===== src/shared/serdes_defs.vh =====
// constants for the ten-bit serializer and deserializer link
// What this block does
// - serializer latches ten data bits on the selected word clock edge
// - sync request held six word clocks sends 1026 sync words
// - each word framed by a high start bit and low stop bit
// - twelve bits shifted per word, twelve times the word rate
// - data words sent only with driver enabled, powered, no sync request
// - driver enable low tristates both serial output lines
// - driver enable high again resumes the unchanged prior state
// - deserializer drives lock low once synchronised; outputs invalid otherwise
// - received word presented with recovered clock in selected polarity
// - deserializer powers down on both inputs low; serializer on power-down low
// - power-down stops the engine and tristates outputs until released
// - serializer needs 1026 word clocks of initialisation after power-down
// - deserializer holds lock high after power-down until it relocks
// - receive enable low tristates received word and recovered clock
// - lock output stays driven while receive outputs are disabled, unless power-down is also low
// - received word and recovered clock tristate while not locked
// - recovered clock runs only while locked and enabled
// - undriven serial input reads high and forces lock indication high
// - sync word is six ones then six zeros
// - lock after four framed words in place; unlock after four misses
// - serializer edge select low falling edge, high rising edge
// - deserializer edge select low falling edge, high rising edge
`ifndef SERDES_DEFS_VH
`define SERDES_DEFS_VH
`define FRAME_BITS 12
`define BIT_STEP 17'h0000c
`define SYNC_HOLD_WORDS 3'h6
`define SYNC_WORDS 11'h402
`define INIT_WORDS 11'h402
`define LOCK_HITS 3'h4
`define LOCK_MISSES 3'h4
`define SYNC_PATTERN 12'hfc0
`define START_BIT 1'b1
`define STOP_BIT 1'b0
`define RCLK_HIGH_POS 4'h6
`define LAST_POS 4'hb
`define CTRL_OFS 12'h000
`define STAT_OFS 12'h004
`define WORD_OFS 12'h008
`define CTRL_RST 2'h0
`define CTRL_SW_SYNC 0
`define CTRL_RELOCK 1
`define STAT_TXST_LSB 0
`define STAT_LOCK_BIT 4
`define STAT_HITS_LSB 5
`define STAT_MISS_LSB 8
`define STAT_CNT_LSB 11
`endif


===== src/logic/pin_sync.v =====
// two-flop synchroniser for a group of asynchronous pins
module pin_sync #(
   parameter WIDTH = 1
) (
   input wire pclk,
   input wire presetn,
   input wire [WIDTH-1:0] d,
   output wire [WIDTH-1:0] q
);
   reg [WIDTH-1:0] meta_r;
   reg [WIDTH-1:0] q_r;

   always @(posedge pclk or negedge presetn)
   begin
      if (!presetn)
      begin
         meta_r <= {WIDTH{1'b0}};
         q_r <= {WIDTH{1'b0}};
      end
      else
      begin
         meta_r <= d;
         q_r <= meta_r;
      end
   end

   assign q = q_r;
endmodule // pin_sync


===== src/logic/bit_timer.v =====
// measures a sampled clock period and divides it into twelve bit ticks
`include "serdes_defs.vh"
module bit_timer (
   input wire pclk,
   input wire presetn,
   input wire ref_s,
   input wire align,
   input wire align_half,
   output wire ref_rise,
   output wire ref_fall,
   output wire bit_tick
);
   reg ref_d_r;
   reg [15:0] cnt_r;
   reg [15:0] period_r;
   reg [15:0] acc_r;
   reg tick_r;
   wire [16:0] sum;
   wire [16:0] rem;
   wire [16:0] step;

   assign ref_rise = ref_s & ~ref_d_r;
   assign ref_fall = ~ref_s & ref_d_r;
   assign sum = {1'b0, acc_r} + `BIT_STEP;
   assign rem = sum - {1'b0, period_r};
   assign bit_tick = tick_r;
   assign step = `BIT_STEP;

   // fractional accumulator: exactly twelve ticks per measured period
   always @(posedge pclk or negedge presetn)
   begin
      if (!presetn)
      begin
         ref_d_r <= 1'b0;
         cnt_r <= 16'h0000;
         period_r <= 16'h0000;
         acc_r <= 16'h0000;
         tick_r <= 1'b0;
      end
      else
      begin
         ref_d_r <= ref_s;
         if (ref_rise)
         begin
            period_r <= cnt_r + 16'h0001;
            cnt_r <= 16'h0000;
         end
         else if (cnt_r != 16'hffff)
            cnt_r <= cnt_r + 16'h0001;
         // the align cycle counts as one step, else every bit lands late
         // and the stop bit is cut; a receiver samples at once unless a
         // tick is already being taken in this cycle
         if (align)
         begin
            acc_r <= align_half ? {1'b0, period_r[15:1]} : step[15:0];
            tick_r <= align_half & ~tick_r;
         end
         else if (period_r != 16'h0000 && sum >= {1'b0, period_r})
         begin
            acc_r <= rem[15:0];
            tick_r <= 1'b1;
         end
         else
         begin
            acc_r <= sum[15:0];
            tick_r <= 1'b0;
         end
      end
   end
endmodule // bit_timer


===== src/logic/ten_bit_serdes_link.v =====
// ten-bit serializer and deserializer with an apb status port
`include "serdes_defs.vh"
module ten_bit_serdes_link (
   input wire pclk,
   input wire presetn,
   input wire psel,
   input wire penable,
   input wire pwrite,
   input wire [11:0] paddr,
   input wire [31:0] pwdata,
   output reg [31:0] prdata,
   output reg pready,
   output reg pslverr,
   input wire transmit_word_clock,
   input wire tx_capture_edge_select,
   input wire [9:0] tx_parallel_word,
   input wire sync_request_a,
   input wire sync_request_b,
   input wire serial_driver_enable,
   input wire tx_power_down_n,
   output reg tx_serial_p,
   output reg tx_serial_n,
   output reg tx_serial_oe,
   input wire receiver_reference_clock,
   input wire rx_serial,
   input wire rx_serial_driven,
   input wire rx_output_enable,
   input wire rx_strobe_edge_select,
   input wire rx_power_down_n,
   output reg [9:0] rx_parallel_word,
   output reg rx_word_oe,
   output reg recovered_clock,
   output reg recovered_clock_oe,
   output reg lock_n,
   output reg lock_n_oe
);
   localparam TX_PD = 4'b0001;
   localparam TX_INIT = 4'b0010;
   localparam TX_SYNC = 4'b0100;
   localparam TX_DATA = 4'b1000;

   wire [21:0] pins_s;
   wire transmit_word_clock_s;
   wire tedge_s;
   wire [9:0] din_s;
   wire sync_a_s;
   wire sync_b_s;
   wire den_s;
   wire tpd_n_s;
   wire receiver_reference_clock_s;
   wire rxd_s;
   wire rxdrv_s;
   wire ren_s;
   wire redge_s;
   wire rpd_n_s;

   pin_sync #(.WIDTH(22)) u_sync (
      .pclk(pclk),
      .presetn(presetn),
      .d({transmit_word_clock, tx_capture_edge_select, tx_parallel_word,
         sync_request_a, sync_request_b, serial_driver_enable,
         tx_power_down_n, receiver_reference_clock, rx_serial,
         rx_serial_driven, rx_output_enable, rx_strobe_edge_select,
         rx_power_down_n}),
      .q(pins_s)
   );

   assign {transmit_word_clock_s, tedge_s, din_s, sync_a_s, sync_b_s, den_s, tpd_n_s,
      receiver_reference_clock_s, rxd_s, rxdrv_s, ren_s, redge_s, rpd_n_s} = pins_s;

   reg [1:0] ctrl_r;
   reg [3:0] tx_state_r;
   reg [10:0] tx_cnt_r;
   reg [2:0] hold_r;
   reg [9:0] tx_word_r;
   reg cap_d_r;
   reg [11:0] shift_r;
   reg [11:0] frame;
   wire transmit_word_clock_rise;
   wire transmit_word_clock_fall;
   wire tx_tick;
   wire cap;
   wire sync_req;
   wire sync_long;
   integer i;
   integer j;

   assign cap = tedge_s ? transmit_word_clock_rise : transmit_word_clock_fall;
   assign sync_req = sync_a_s | sync_b_s | ctrl_r[`CTRL_SW_SYNC];
   assign sync_long = (hold_r == `SYNC_HOLD_WORDS);

   bit_timer u_tx_timer (
      .pclk(pclk),
      .presetn(presetn),
      .ref_s(transmit_word_clock_s),
      .align(cap_d_r),
      .align_half(1'b0),
      .ref_rise(transmit_word_clock_rise),
      .ref_fall(transmit_word_clock_fall),
      .bit_tick(tx_tick)
   );

   // start bit leads, data bit zero next, stop bit last
   always @*
   begin
      frame = 12'h000;
      frame[`FRAME_BITS-1] = `START_BIT;
      frame[0] = `STOP_BIT;
      for (i = 0; i < 10; i = i + 1)
         frame[10-i] = tx_word_r[i];
   end

   always @(posedge pclk or negedge presetn)
   begin
      if (!presetn)
      begin
         tx_state_r <= TX_PD;
         tx_cnt_r <= 11'h000;
         hold_r <= 3'h0;
         tx_word_r <= 10'h000;
         cap_d_r <= 1'b0;
         shift_r <= 12'h000;
      end
      else
      begin
         cap_d_r <= cap;
         if (cap)
            tx_word_r <= din_s;
         // request width measured in word clocks, saturating at the limit
         if (transmit_word_clock_rise)
         begin
            if (!sync_req)
               hold_r <= 3'h0;
            else if (!sync_long)
               hold_r <= hold_r + 3'h1;
         end
         if (cap_d_r)
         begin
            if (tx_state_r == TX_DATA && !sync_req)
               shift_r <= frame;
            else
               shift_r <= `SYNC_PATTERN;
         end
         else if (tx_tick)
            shift_r <= {shift_r[10:0], 1'b0};
         // the state machine ignores the driver enable so that
         // switching the driver back on finds the sequence unchanged
         if (!tpd_n_s)
         begin
            tx_state_r <= TX_PD;
            tx_cnt_r <= 11'h000;
         end
         else
         begin
            case (tx_state_r)
               TX_PD:
               begin
                  tx_state_r <= TX_INIT;
                  tx_cnt_r <= 11'h000;
               end
               TX_INIT:
               begin
                  if (cap)
                  begin
                     if (tx_cnt_r == `INIT_WORDS - 11'h001)
                     begin
                        tx_state_r <= TX_DATA;
                        tx_cnt_r <= 11'h000;
                     end
                     else
                        tx_cnt_r <= tx_cnt_r + 11'h001;
                  end
               end
               TX_DATA:
               begin
                  if (sync_long)
                  begin
                     tx_state_r <= TX_SYNC;
                     tx_cnt_r <= 11'h000;
                  end
               end
               TX_SYNC:
               begin
                  if (cap)
                  begin
                     if (tx_cnt_r == `SYNC_WORDS - 11'h001)
                     begin
                        tx_cnt_r <= 11'h000;
                        if (!sync_long)
                           tx_state_r <= TX_DATA;
                     end
                     else
                        tx_cnt_r <= tx_cnt_r + 11'h001;
                  end
               end
               default:
               begin
                  tx_state_r <= TX_PD;
                  tx_cnt_r <= 11'h000;
               end
            endcase
         end
      end
   end

   always @(posedge pclk or negedge presetn)
   begin
      if (!presetn)
      begin
         tx_serial_p <= 1'b0;
         tx_serial_n <= 1'b1;
         tx_serial_oe <= 1'b0;
      end
      else
      begin
         tx_serial_p <= shift_r[11];
         tx_serial_n <= ~shift_r[11];
         // driver stays off while the engine initialises
         tx_serial_oe <= den_s &
            (tx_state_r == TX_DATA || tx_state_r == TX_SYNC);
      end
   end

   reg rxb_d_r;
   reg [11:0] win_r;
   reg [3:0] pos_r;
   reg [2:0] hits_r;
   reg [2:0] miss_r;
   reg locked_r;
   reg [9:0] rx_word_r;
   wire rx_pd;
   wire rx_bit;
   wire rx_tick;
   wire [11:0] win_nxt;
   wire frame_ok;
   wire rclk_base;

   assign rx_pd = ~rpd_n_s & ~ren_s;
   assign rx_bit = rxdrv_s ? rxd_s : 1'b1;
   assign win_nxt = {win_r[10:0], rx_bit};
   assign frame_ok = win_nxt[11] == `START_BIT && win_nxt[0] == `STOP_BIT;
   assign rclk_base = (pos_r >= `RCLK_HIGH_POS);

   // every line transition recentres the sampling point mid-bit
   bit_timer u_rx_timer (
      .pclk(pclk),
      .presetn(presetn),
      .ref_s(receiver_reference_clock_s),
      .align(rx_bit != rxb_d_r),
      .align_half(1'b1),
      .ref_rise(),
      .ref_fall(),
      .bit_tick(rx_tick)
   );

   always @(posedge pclk or negedge presetn)
   begin
      if (!presetn)
      begin
         rxb_d_r <= 1'b1;
         win_r <= 12'h000;
         pos_r <= 4'h0;
         hits_r <= 3'h0;
         miss_r <= 3'h0;
         locked_r <= 1'b0;
         rx_word_r <= 10'h000;
      end
      else
      begin
         rxb_d_r <= rx_bit;
         if (rx_pd || !rxdrv_s || ctrl_r[`CTRL_RELOCK])
         begin
            locked_r <= 1'b0;
            hits_r <= 3'h0;
            miss_r <= 3'h0;
            pos_r <= 4'h0;
         end
         else if (rx_tick)
         begin
            win_r <= win_nxt;
            if (pos_r != `LAST_POS)
               pos_r <= pos_r + 4'h1;
            else if (frame_ok)
            begin
               pos_r <= 4'h0;
               miss_r <= 3'h0;
               for (j = 0; j < 10; j = j + 1)
                  rx_word_r[j] <= win_nxt[10-j];
               if (!locked_r)
               begin
                  if (hits_r == `LOCK_HITS - 3'h1)
                     locked_r <= 1'b1;
                  hits_r <= hits_r + 3'h1;
               end
            end
            else
            begin
               hits_r <= 3'h0;
               if (locked_r)
               begin
                  pos_r <= 4'h0;
                  if (miss_r == `LOCK_MISSES - 3'h1)
                  begin
                     locked_r <= 1'b0;
                     miss_r <= 3'h0;
                  end
                  else
                     miss_r <= miss_r + 3'h1;
               end
               // hunting: slip one bit and test the next boundary
               else
                  pos_r <= `LAST_POS;
            end
         end
      end
   end

   always @(posedge pclk or negedge presetn)
   begin
      if (!presetn)
      begin
         rx_parallel_word <= 10'h000;
         rx_word_oe <= 1'b0;
         recovered_clock <= 1'b0;
         recovered_clock_oe <= 1'b0;
         lock_n <= 1'b1;
         lock_n_oe <= 1'b0;
      end
      else
      begin
         rx_parallel_word <= rx_word_r;
         lock_n <= ~locked_r;
         lock_n_oe <= ~rx_pd;
         rx_word_oe <= locked_r & ren_s & ~rx_pd;
         recovered_clock_oe <= locked_r & ren_s & ~rx_pd;
         // word changes at pos 0, so the mid-word edge sees stable data
         if (locked_r && ren_s && !rx_pd)
            recovered_clock <= redge_s ? rclk_base : ~rclk_base;
         else
            recovered_clock <= 1'b0;
      end
   end

   reg [31:0] stat;

   always @*
   begin
      stat = 32'h0000_0000;
      stat[`STAT_TXST_LSB +: 4] = tx_state_r;
      stat[`STAT_LOCK_BIT] = locked_r;
      stat[`STAT_HITS_LSB +: 3] = hits_r;
      stat[`STAT_MISS_LSB +: 3] = miss_r;
      stat[`STAT_CNT_LSB +: 11] = tx_cnt_r;
   end

   // no wait state: read data is registered in the setup cycle
   always @(posedge pclk or negedge presetn)
   begin
      if (!presetn)
      begin
         ctrl_r <= `CTRL_RST;
         prdata <= 32'h0000_0000;
         pready <= 1'b0;
         pslverr <= 1'b0;
      end
      else
      begin
         pready <= psel & ~penable;
         if (psel && !penable)
         begin
            pslverr <= 1'b0;
            case (paddr)
               `CTRL_OFS: prdata <= {30'h0000_0000, ctrl_r};
               `STAT_OFS: prdata <= stat;
               `WORD_OFS: prdata <= {22'h00_0000, rx_word_r};
               default:
               begin
                  prdata <= 32'h0000_0000;
                  pslverr <= 1'b1;
               end
            endcase
         end
         if (psel && penable && pready && pwrite && paddr == `CTRL_OFS)
            ctrl_r <= pwdata[1:0];
      end
   end
endmodule // ten_bit_serdes_link


===== config.mk =====
export PLATFORM = sky130hd
export DESIGN_NAME = ten_bit_serdes_link
export DESIGN_NICKNAME = d
export VERILOG_FILES = /design/src/logic/pin_sync.v /design/src/logic/bit_timer.v /design/src/logic/ten_bit_serdes_link.v
export VERILOG_INCLUDE_DIRS = /design/src /design/src/shared
export SDC_FILE = /design/constraint.sdc
export NUM_CORES = 1
export LEC_CHECK = 0
export ABC_AREA = 1
export ABC_CLOCK_PERIOD_IN_PS = 6100
export BUFFER_PORTS_ARGS = -buffer_cell sky130_fd_sc_hd__buf_2
export CORE_ASPECT_RATIO = 1.4
export CORE_MARGIN = 2
export CORE_UTILIZATION = 25
export CTS_CLUSTER_DIAMETER = 120
export DETAILED_ROUTE_END_ITERATION = 8
export SETUP_SLACK_MARGIN = 0.05
export SKIP_LAST_GASP = 1
export SYNTH_ARGS = -nofsm -noshare
export SYNTH_HDL_FRONTEND = slang
export SYNTH_SLANG_ARGS = --single-unit

===== constraint.sdc =====
create_clock -name pclk -period 6.1 [get_ports pclk]
set_clock_uncertainty 0.15 [all_clocks]
set_input_delay 0.305 -clock pclk [delete_from_list [all_inputs] [get_ports pclk]]
set_output_delay 0.305 -clock pclk [all_outputs]
set_load 0.1 [all_outputs]

==> flow_metrics.tcl, run 1 <==
set metrics [dict create \
    mostFrequentLayoutCells "392 x nand2_1, 256 x dfrtp_1, 203 x inv_1, 93 x nand3_1, 88 x o21ai_0" \
    htree_levels 1 \
    yosys_register_bits 260 \
    hold-worst-slack_ps 128 \
    path_max_fanout 17 \
    layout_commonest_cell "nand2_1" \
    crit_path_end_kind "register" \
    ys_async_sr_fraction_pct 100 \
    final_layout_size_suffix_gt1_share_pct 13.0 \
    criticalPathCategory "register to register" \
    maxCapViolCount 0 \
    min_path_type "primary input to register" \
    grt.total_usage_pct 11.9 \
    grt_setup_unrepaired "no" \
    io_buffers 82 \
    viasPerCell 4.39 \
    diodes 0 \
    report.final.slew_viol_count 0 \
    start_kind "register" \
    synthesis.area_mm2 0.0134 \
    drt_iter0_drc 636 \
    start_util_pct 25.2 \
    finalCriticalPeriod_ps 3500 \
    hold_viol 0 \
    min_period_over_period_pct 57.3 \
    power.density_mw_per_mm2 432 \
    use_met2_pct 21.9 \
    grt_antenna_before_repair 0 \
    fp.dieW_um 200 \
    power_leakage_nw 7.59 \
    ys_warn_count 0 \
    total_power_w 0.00683 \
    clkLatencyLatePin_ps 550 \
    synth-edff-count 0 \
    status "finished clean" \
    dr.pass1.iters 5 \
    max_slew_margin_pct 33.1 \
    yosysTopAreaCellShare_pct 47.9 \
    grt_pass1_vias 10700 \
    grt_pass1_wl_mm 53.4 \
    rows 100 \
    synthTopCellsByArea "dfrtp_1 48%, nand2_1 11%, inv_1 5.7%" \
    root_buffer "clkbuf_16" \
    syn_area_per_cell_um2 8.61 \
    area_growth_pct 18.1 \
    synth_top_area_cell "dfrtp_1" \
    fin_tns_setup_ps 0 \
    cts-resized-gates 0 \
    grt_use_met1_pct 13.9 \
    ys.flop_type "dfrtp_1" \
    drc 0 \
    die_y_um 278 \
    nNetsFinal 1783 \
    dp_hpwl_mm 24.5 \
    via_count 10500 \
    die_area_mm2 0.0554 \
    globalplace.congestion 0.927 \
    worstPathArrival_ps 3790 \
    finalSetupViolations 0 \
    grt_max_degree 154 \
    critical_path_required_ps 6390 \
    grt_util_met3_pct 1.65 \
    wirelength_mm 33.0 \
    cts_sinks 260 \
    clkTransAtPathRegs_ps 60 \
    overflow 0 \
    grt_most_used_layer "met2" \
    worst_slew_pin_slew_ps 1000 \
    irDropWorstVdd_mv 0.246 \
    ys_seq_area_share_pct 48.6 \
    core-area_mm2 0.0531 \
    netlist_instances 1555 \
    fmax_mhz 286 \
    cts_tree "built" \
    synth.distinct_cells 56 \
    ios 123 \
    post_drt_wl_per_cell_um 13.8 \
    cts_buffers 30 \
    cts.path.max_buffers 3 \
    postRouteAntennaNets 0 \
]
cell families after synthesis:
group | after synthesis | share of synthesized area, %
DFF | 260 | 48.6
buffers and inverters | 261 | 8.08
xor gates and xnor gates | 73 | 4.78
and+or+nand+nor | 708 | 25.0
adders and majority gates | 47 | 4.51
other | 1 | 0.0280
muxes | 1 | 0.0748
AOI/OAI and AO/OA | 204 | 8.92
stage by stage:
step	setup WS, ps	util [%]	std cells	area (um2)
final	2600	29.8	2402	15800
after global routing	2310	29.8	2402	15800
after CTS	2610	29.8	2402	15800
after detailed placement	2630	27.4	2320	14500
after global placement	2610	27.4	2320	14500
after floorplan	3190	-	1564	13400
path summary, 6_finish.rpt:
path                                          startpoint  cells after the start  slack [ps]                         endpoint
setup reg to reg           u_rx_timer.acc_r[2]$_DFF_PN0_                     17        2600   u_rx_timer.acc_r[10]$_DFF_PN0_
hold reg to reg               u_sync.meta_r[6]$_DFF_PN0_                      0         200            u_sync.q[6]$_DFF_PN0_
hold / removal                                    pwrite                      5         130            ctrl_r[1]$_DFFE_PN0P_
max in group asynchronous                        presetn                      3        4250   u_tx_timer.acc_r[12]$_DFF_PN0_
min in group asynchronous                        presetn                      2         230  u_rx_timer.cnt_r[0]$_DFFE_PN0P_
setup / recovery           u_rx_timer.acc_r[2]$_DFF_PN0_                     17        2600   u_rx_timer.acc_r[10]$_DFF_PN0_
final cells by class:
class                      count  area (um2)
timing repair buffer         114         741
sequential                   260        6510
tap                          714         893
clock inverter                 9         124
fill                        5619       37200
clock buffer                  46         902
multi-input combinational   1043        5830
inverter                     216         813
routing by layer:
layer	routed length, um	share of wire (%)
met1	13600	41
met2	17100	52
met3	1260	3.8
met4	1040	3.1
met5	0	0
state kept, by name, indices dropped and copies added (netlist names), 4 cells and up:
register and flops:
shift_r 11, prdata 22, u_rx_timer.period_r 16, u_tx_timer.period_r 16, u_rx_timer.cnt_r 16, win_r 11, u_sync.q 22, pos_r 4
tx_word_r 10, u_tx_timer.acc_r 16, u_rx_timer.acc_r 16, tx_state_r 4, u_tx_timer.cnt_r 16, u_sync.meta_r 22, rx_parallel_word 10, rx_word_r 10
tx_cnt_r 11
Yosys cell counts (3+ instances only):
master and number:
inv_2 10, dfrtp_1 256, o21ai_0 88, ha_1 45, xor2_1 47, nand3_4 3, nand3b_1 11, o31ai_1 13
a21oi_2 3, buf_6 3, nor4_1 10, nand2_4 4, clkbuf_1 22, nand3_2 20, nor2_2 13, nand2_1 392
a22o_1 8, buf_2 4, nor3_1 23, inv_1 203, nor2_4 7, xnor2_1 26, nand3_1 93, or2_1 4
nand4_1 32, a32o_1 3, o21ai_1 11, dfstp_2 4, or2_2 4, a31oi_1 7, nor3_2 3, nand2_2 9
a21o_1 4, buf_4 15, o22ai_1 11, a21oi_1 41, o21a_1 6, nor2_1 73
report_power, final:
group	internal, W	total, W	switching, W
Combinational	0.00102	0.00286	0.00184
Clock	0.00114	0.00184	0.000706
Sequential	0.00197	0.00213	0.000167
critical path: stages, from the launching register on:
cell and delay, ps:
dfrtp_1 340, inv_1 90, ha_1 230, inv_1 100, nand3_1 110, inv_1 140, nand3b_1 110, xor2_1 220
inv_1 70, ha_1 380, a21oi_1 280, o21ai_1 150, a21oi_2 200, nand3_4 220, nand2_4 310, nand2_1 120
nor2_1 120, nor2_1 50
what timing repair did:
item                                   in CTS  in global routing
endpoints found under the hold margin     131                  0
hold buffers                               27                  0
buffers inserted                            0                  0
No activity file was read; power rests on OpenSTA's default activity.
==> run 2, diff against run 1 <==
--- a/config.mk
+++ b/config.mk
@@ -7,7 +7,7 @@
 export NUM_CORES = 1
 export LEC_CHECK = 0
 export ABC_AREA = 1
-export ABC_CLOCK_PERIOD_IN_PS = 6100
+export ABC_CLOCK_PERIOD_IN_PS = 3500
 export BUFFER_PORTS_ARGS = -buffer_cell sky130_fd_sc_hd__buf_2
 export CORE_ASPECT_RATIO = 1.4
 export CORE_MARGIN = 2
==> constraint.sdc (replaced) <==
create_clock -name pclk -period 3.5 [get_ports pclk]
set_clock_uncertainty 0.15 [all_clocks]
set_input_delay 0.175 -clock pclk [delete_from_list [all_inputs] [get_ports pclk]]
set_output_delay 0.175 -clock pclk [all_outputs]
set_load 0.1 [all_outputs]
==> run 2 against run 1 <==
  * Routed wire length increased by 3.0%
  * Critical path depth shrank 1
  * Via count up 0.82%
  * Combinational power is 86% higher
  * Die area unchanged
  * Clock power is 86% higher
  * Critical path type unchanged
  * Critical endpoint is now u_tx_timer.acc_r[12]$_DFF_PN0_
  * Largest cell class unchanged
==> flow_metrics.tcl, run 2 (synthesized netlist as in run 1, its figures left out) <==
set metrics [dict create \
    core-area_mm2 0.0531 \
    path_max_fanout 13 \
    clkLatencyLatePin_ps 590 \
    clkTransAtPathRegs_ps 70 \
    power.density_mw_per_mm2 771 \
    diodes 0 \
    criticalPathCategory "register to register" \
    dp_hpwl_mm 25.5 \
    critPathMaxStageDelay_ps 370 \
    drt_iter0_drc 661 \
    grt_setup_unrepaired "yes" \
    finalCriticalPeriod_ps 3230 \
    min_period_over_period_pct 92.4 \
    postRouteAntennaNets 0 \
    fin_tns_setup_ps 0 \
    htree_levels 1 \
    seqCellArea_mm2 0.00651 \
    mostFrequentLayoutCells "392 x nand2_1, 256 x dfrtp_1, 203 x inv_1, 93 x nand3_1, 88 x o21ai_0" \
    max_slew_margin_pct 40.9 \
    irDropWorstVdd_mv 0.388 \
    nNetsFinal 1803 \
    grt_antenna_before_repair 0 \
    start_kind "register" \
    fmax_mhz 309 \
    maxCapViolCount 0 \
    globalplace.congestion 0.887 \
    worst_slew_pin_slew_ps 887 \
    worstPathArrival_ps 3540 \
    finalSetupViolations 0 \
    final_layout_size_suffix_gt1_share_pct 14.6 \
    multi_input_area_mm2 0.00588 \
    hold_viol 0 \
    drc 0 \
    critical_path_required_ps 3800 \
    area_growth_pct 20.6 \
    cts_tree "built" \
    crit_slowest_cell "dfrtp_1" \
    wirelength_mm 34.0 \
    io_buffers 82 \
    root_buffer "clkbuf_16" \
    cts.path.max_buffers 3 \
    cts_sinks 260 \
    grt_pass1_wl_mm 54.1 \
    dp_cells 2334 \
    report.final.slew_viol_count 0 \
    overflow 0 \
    grt_pass1_vias 10700 \
    via_count 10600 \
    rows 100 \
    ios 123 \
    grt.total_usage_pct 12.2 \
    cts_buffers 30 \
    stdcell_count 2423 \
    fp.dieW_um 200 \
    crit_path_end_kind "register" \
    layout_commonest_cell "nand2_1" \
    min_path_type "primary input to register" \
    dr.pass1.iters 5 \
    die_y_um 278 \
    power_leakage_nw 7.73 \
    die_area_mm2 0.0554 \
    start_util_pct 25.2 \
    crit_chain "inv_1 -> ha_1 -> or2_1 -> nor4_4 -> nand4_1 -> xor2_2 -> ha_4 -> a21oi_1 -> or2_2 -> nand4_1 -> nand2_2 -> nand2_4 -> nor2_4 -> buf_12 -> nand2_1 -> nand2_1" \
    fill_cells 5584 \
    grt_max_degree 110 \
    status "finished clean" \
    viasPerCell 4.39 \
    post_drt_wl_per_cell_um 14.1 \
]
-- run 2: cell types whose count changed in the layout (fill, tap and decap cells not counted), sizes merged --
cell	before	now
dlygate4sd3	27	32
clkinvlp	0	2
buf	87	102
clkinv	8	10
inv	214	218
clkbuf	46	38
bufinv	3	4
-- run 2: per-layer routing --
layer  GRT usage (%)  up-vias  part of all wire, %
li1                -     5289                    -
met1            13.9     5071                   41
met2            22.9      204                   53
met3            1.64       69                  3.3
met4            4.31        0                  3.3
met5               0        -                    0
-- run 2: worst max-delay path, delay by kind of cell (launching register included) --
family | cells | cell delay [ps]
AOI/OAI and AO/OA | 1 | 70
xor gates and xnor gates | 1 | 210
adders and majority gates | 2 | 550
buffers and inverters | 2 | 260
DFF | 1 | 370
and+or+nand+nor | 10 | 1490
-- run 2: final timing paths --
check,from,end,slack [ps],cells after the start
hold reg to reg,u_sync.meta_r[5]$_DFF_PN0_,u_sync.q[5]$_DFF_PN0_,200,0
min in group asynchronous,presetn,prdata[11]$_DFFE_PN0P_,120,2
setup reg to reg,u_tx_timer.acc_r[2]$_DFF_PN0_,u_tx_timer.acc_r[12]$_DFF_PN0_,270,16
setup / recovery,u_tx_timer.acc_r[2]$_DFF_PN0_,u_tx_timer.acc_r[12]$_DFF_PN0_,270,16
max in group asynchronous,presetn,tx_word_r[0]$_DFFE_PN0P_,2180,3
hold / removal,paddr[2],prdata[1]$_DFFE_PN0P_,70,6
-- run 2: through the flow --
step / utilization [%] / total power [W] / setup slack (ps) / hold slack, ps / instance area (um2)
after floorplan: - / 0.00775 / 589 / -271 / 13400
after global placement: 27.6 / 0.00891 / 238 / 135 / 14600
after detailed placement: 27.6 / 0.00895 / 164 / 134 / 14600
after CTS: 30.3 / 0.0125 / 121 / 35.4 / 16100
after global routing: 30.4 / 0.0134 / 13.4 / 56.3 / 16100
final: 30.4 / 0.0124 / 267 / 73.4 / 16100
-- run 2: layout make-up --
| type | count | share of cell area (%) |
|---|---|---|
| Clock buffer | 38 | 5.33 |
| Clock inverter | 18 | 1.57 |
| Inverter | 216 | 5.04 |
| Multi-Input combinational cell | 1043 | 36.4 |
| Sequential cell | 260 | 40.3 |
| Tap cell | 714 | 5.53 |
| Timing Repair Buffer | 134 | 5.75 |
-- run 2: timing repair --
item	in CTS	in global routing
buffers inserted	0	1
setup endpoints to repair	0	30
hold buffers	32	0
endpoints found under the hold margin	129	0
gates resized for setup	0	6
-- run 2: report_power, final --
part | internal [W] | leakage, nW | total (W) | switching (W)
Combinational | 0.00196 | 3.81 | 0.00531 | 0.00335
Clock | 0.00206 | 0.543 | 0.00343 | 0.00136
Sequential | 0.00342 | 3.38 | 0.00371 | 0.000290
Total | 0.00744 | 7.73 | 0.0124 | 0.00501
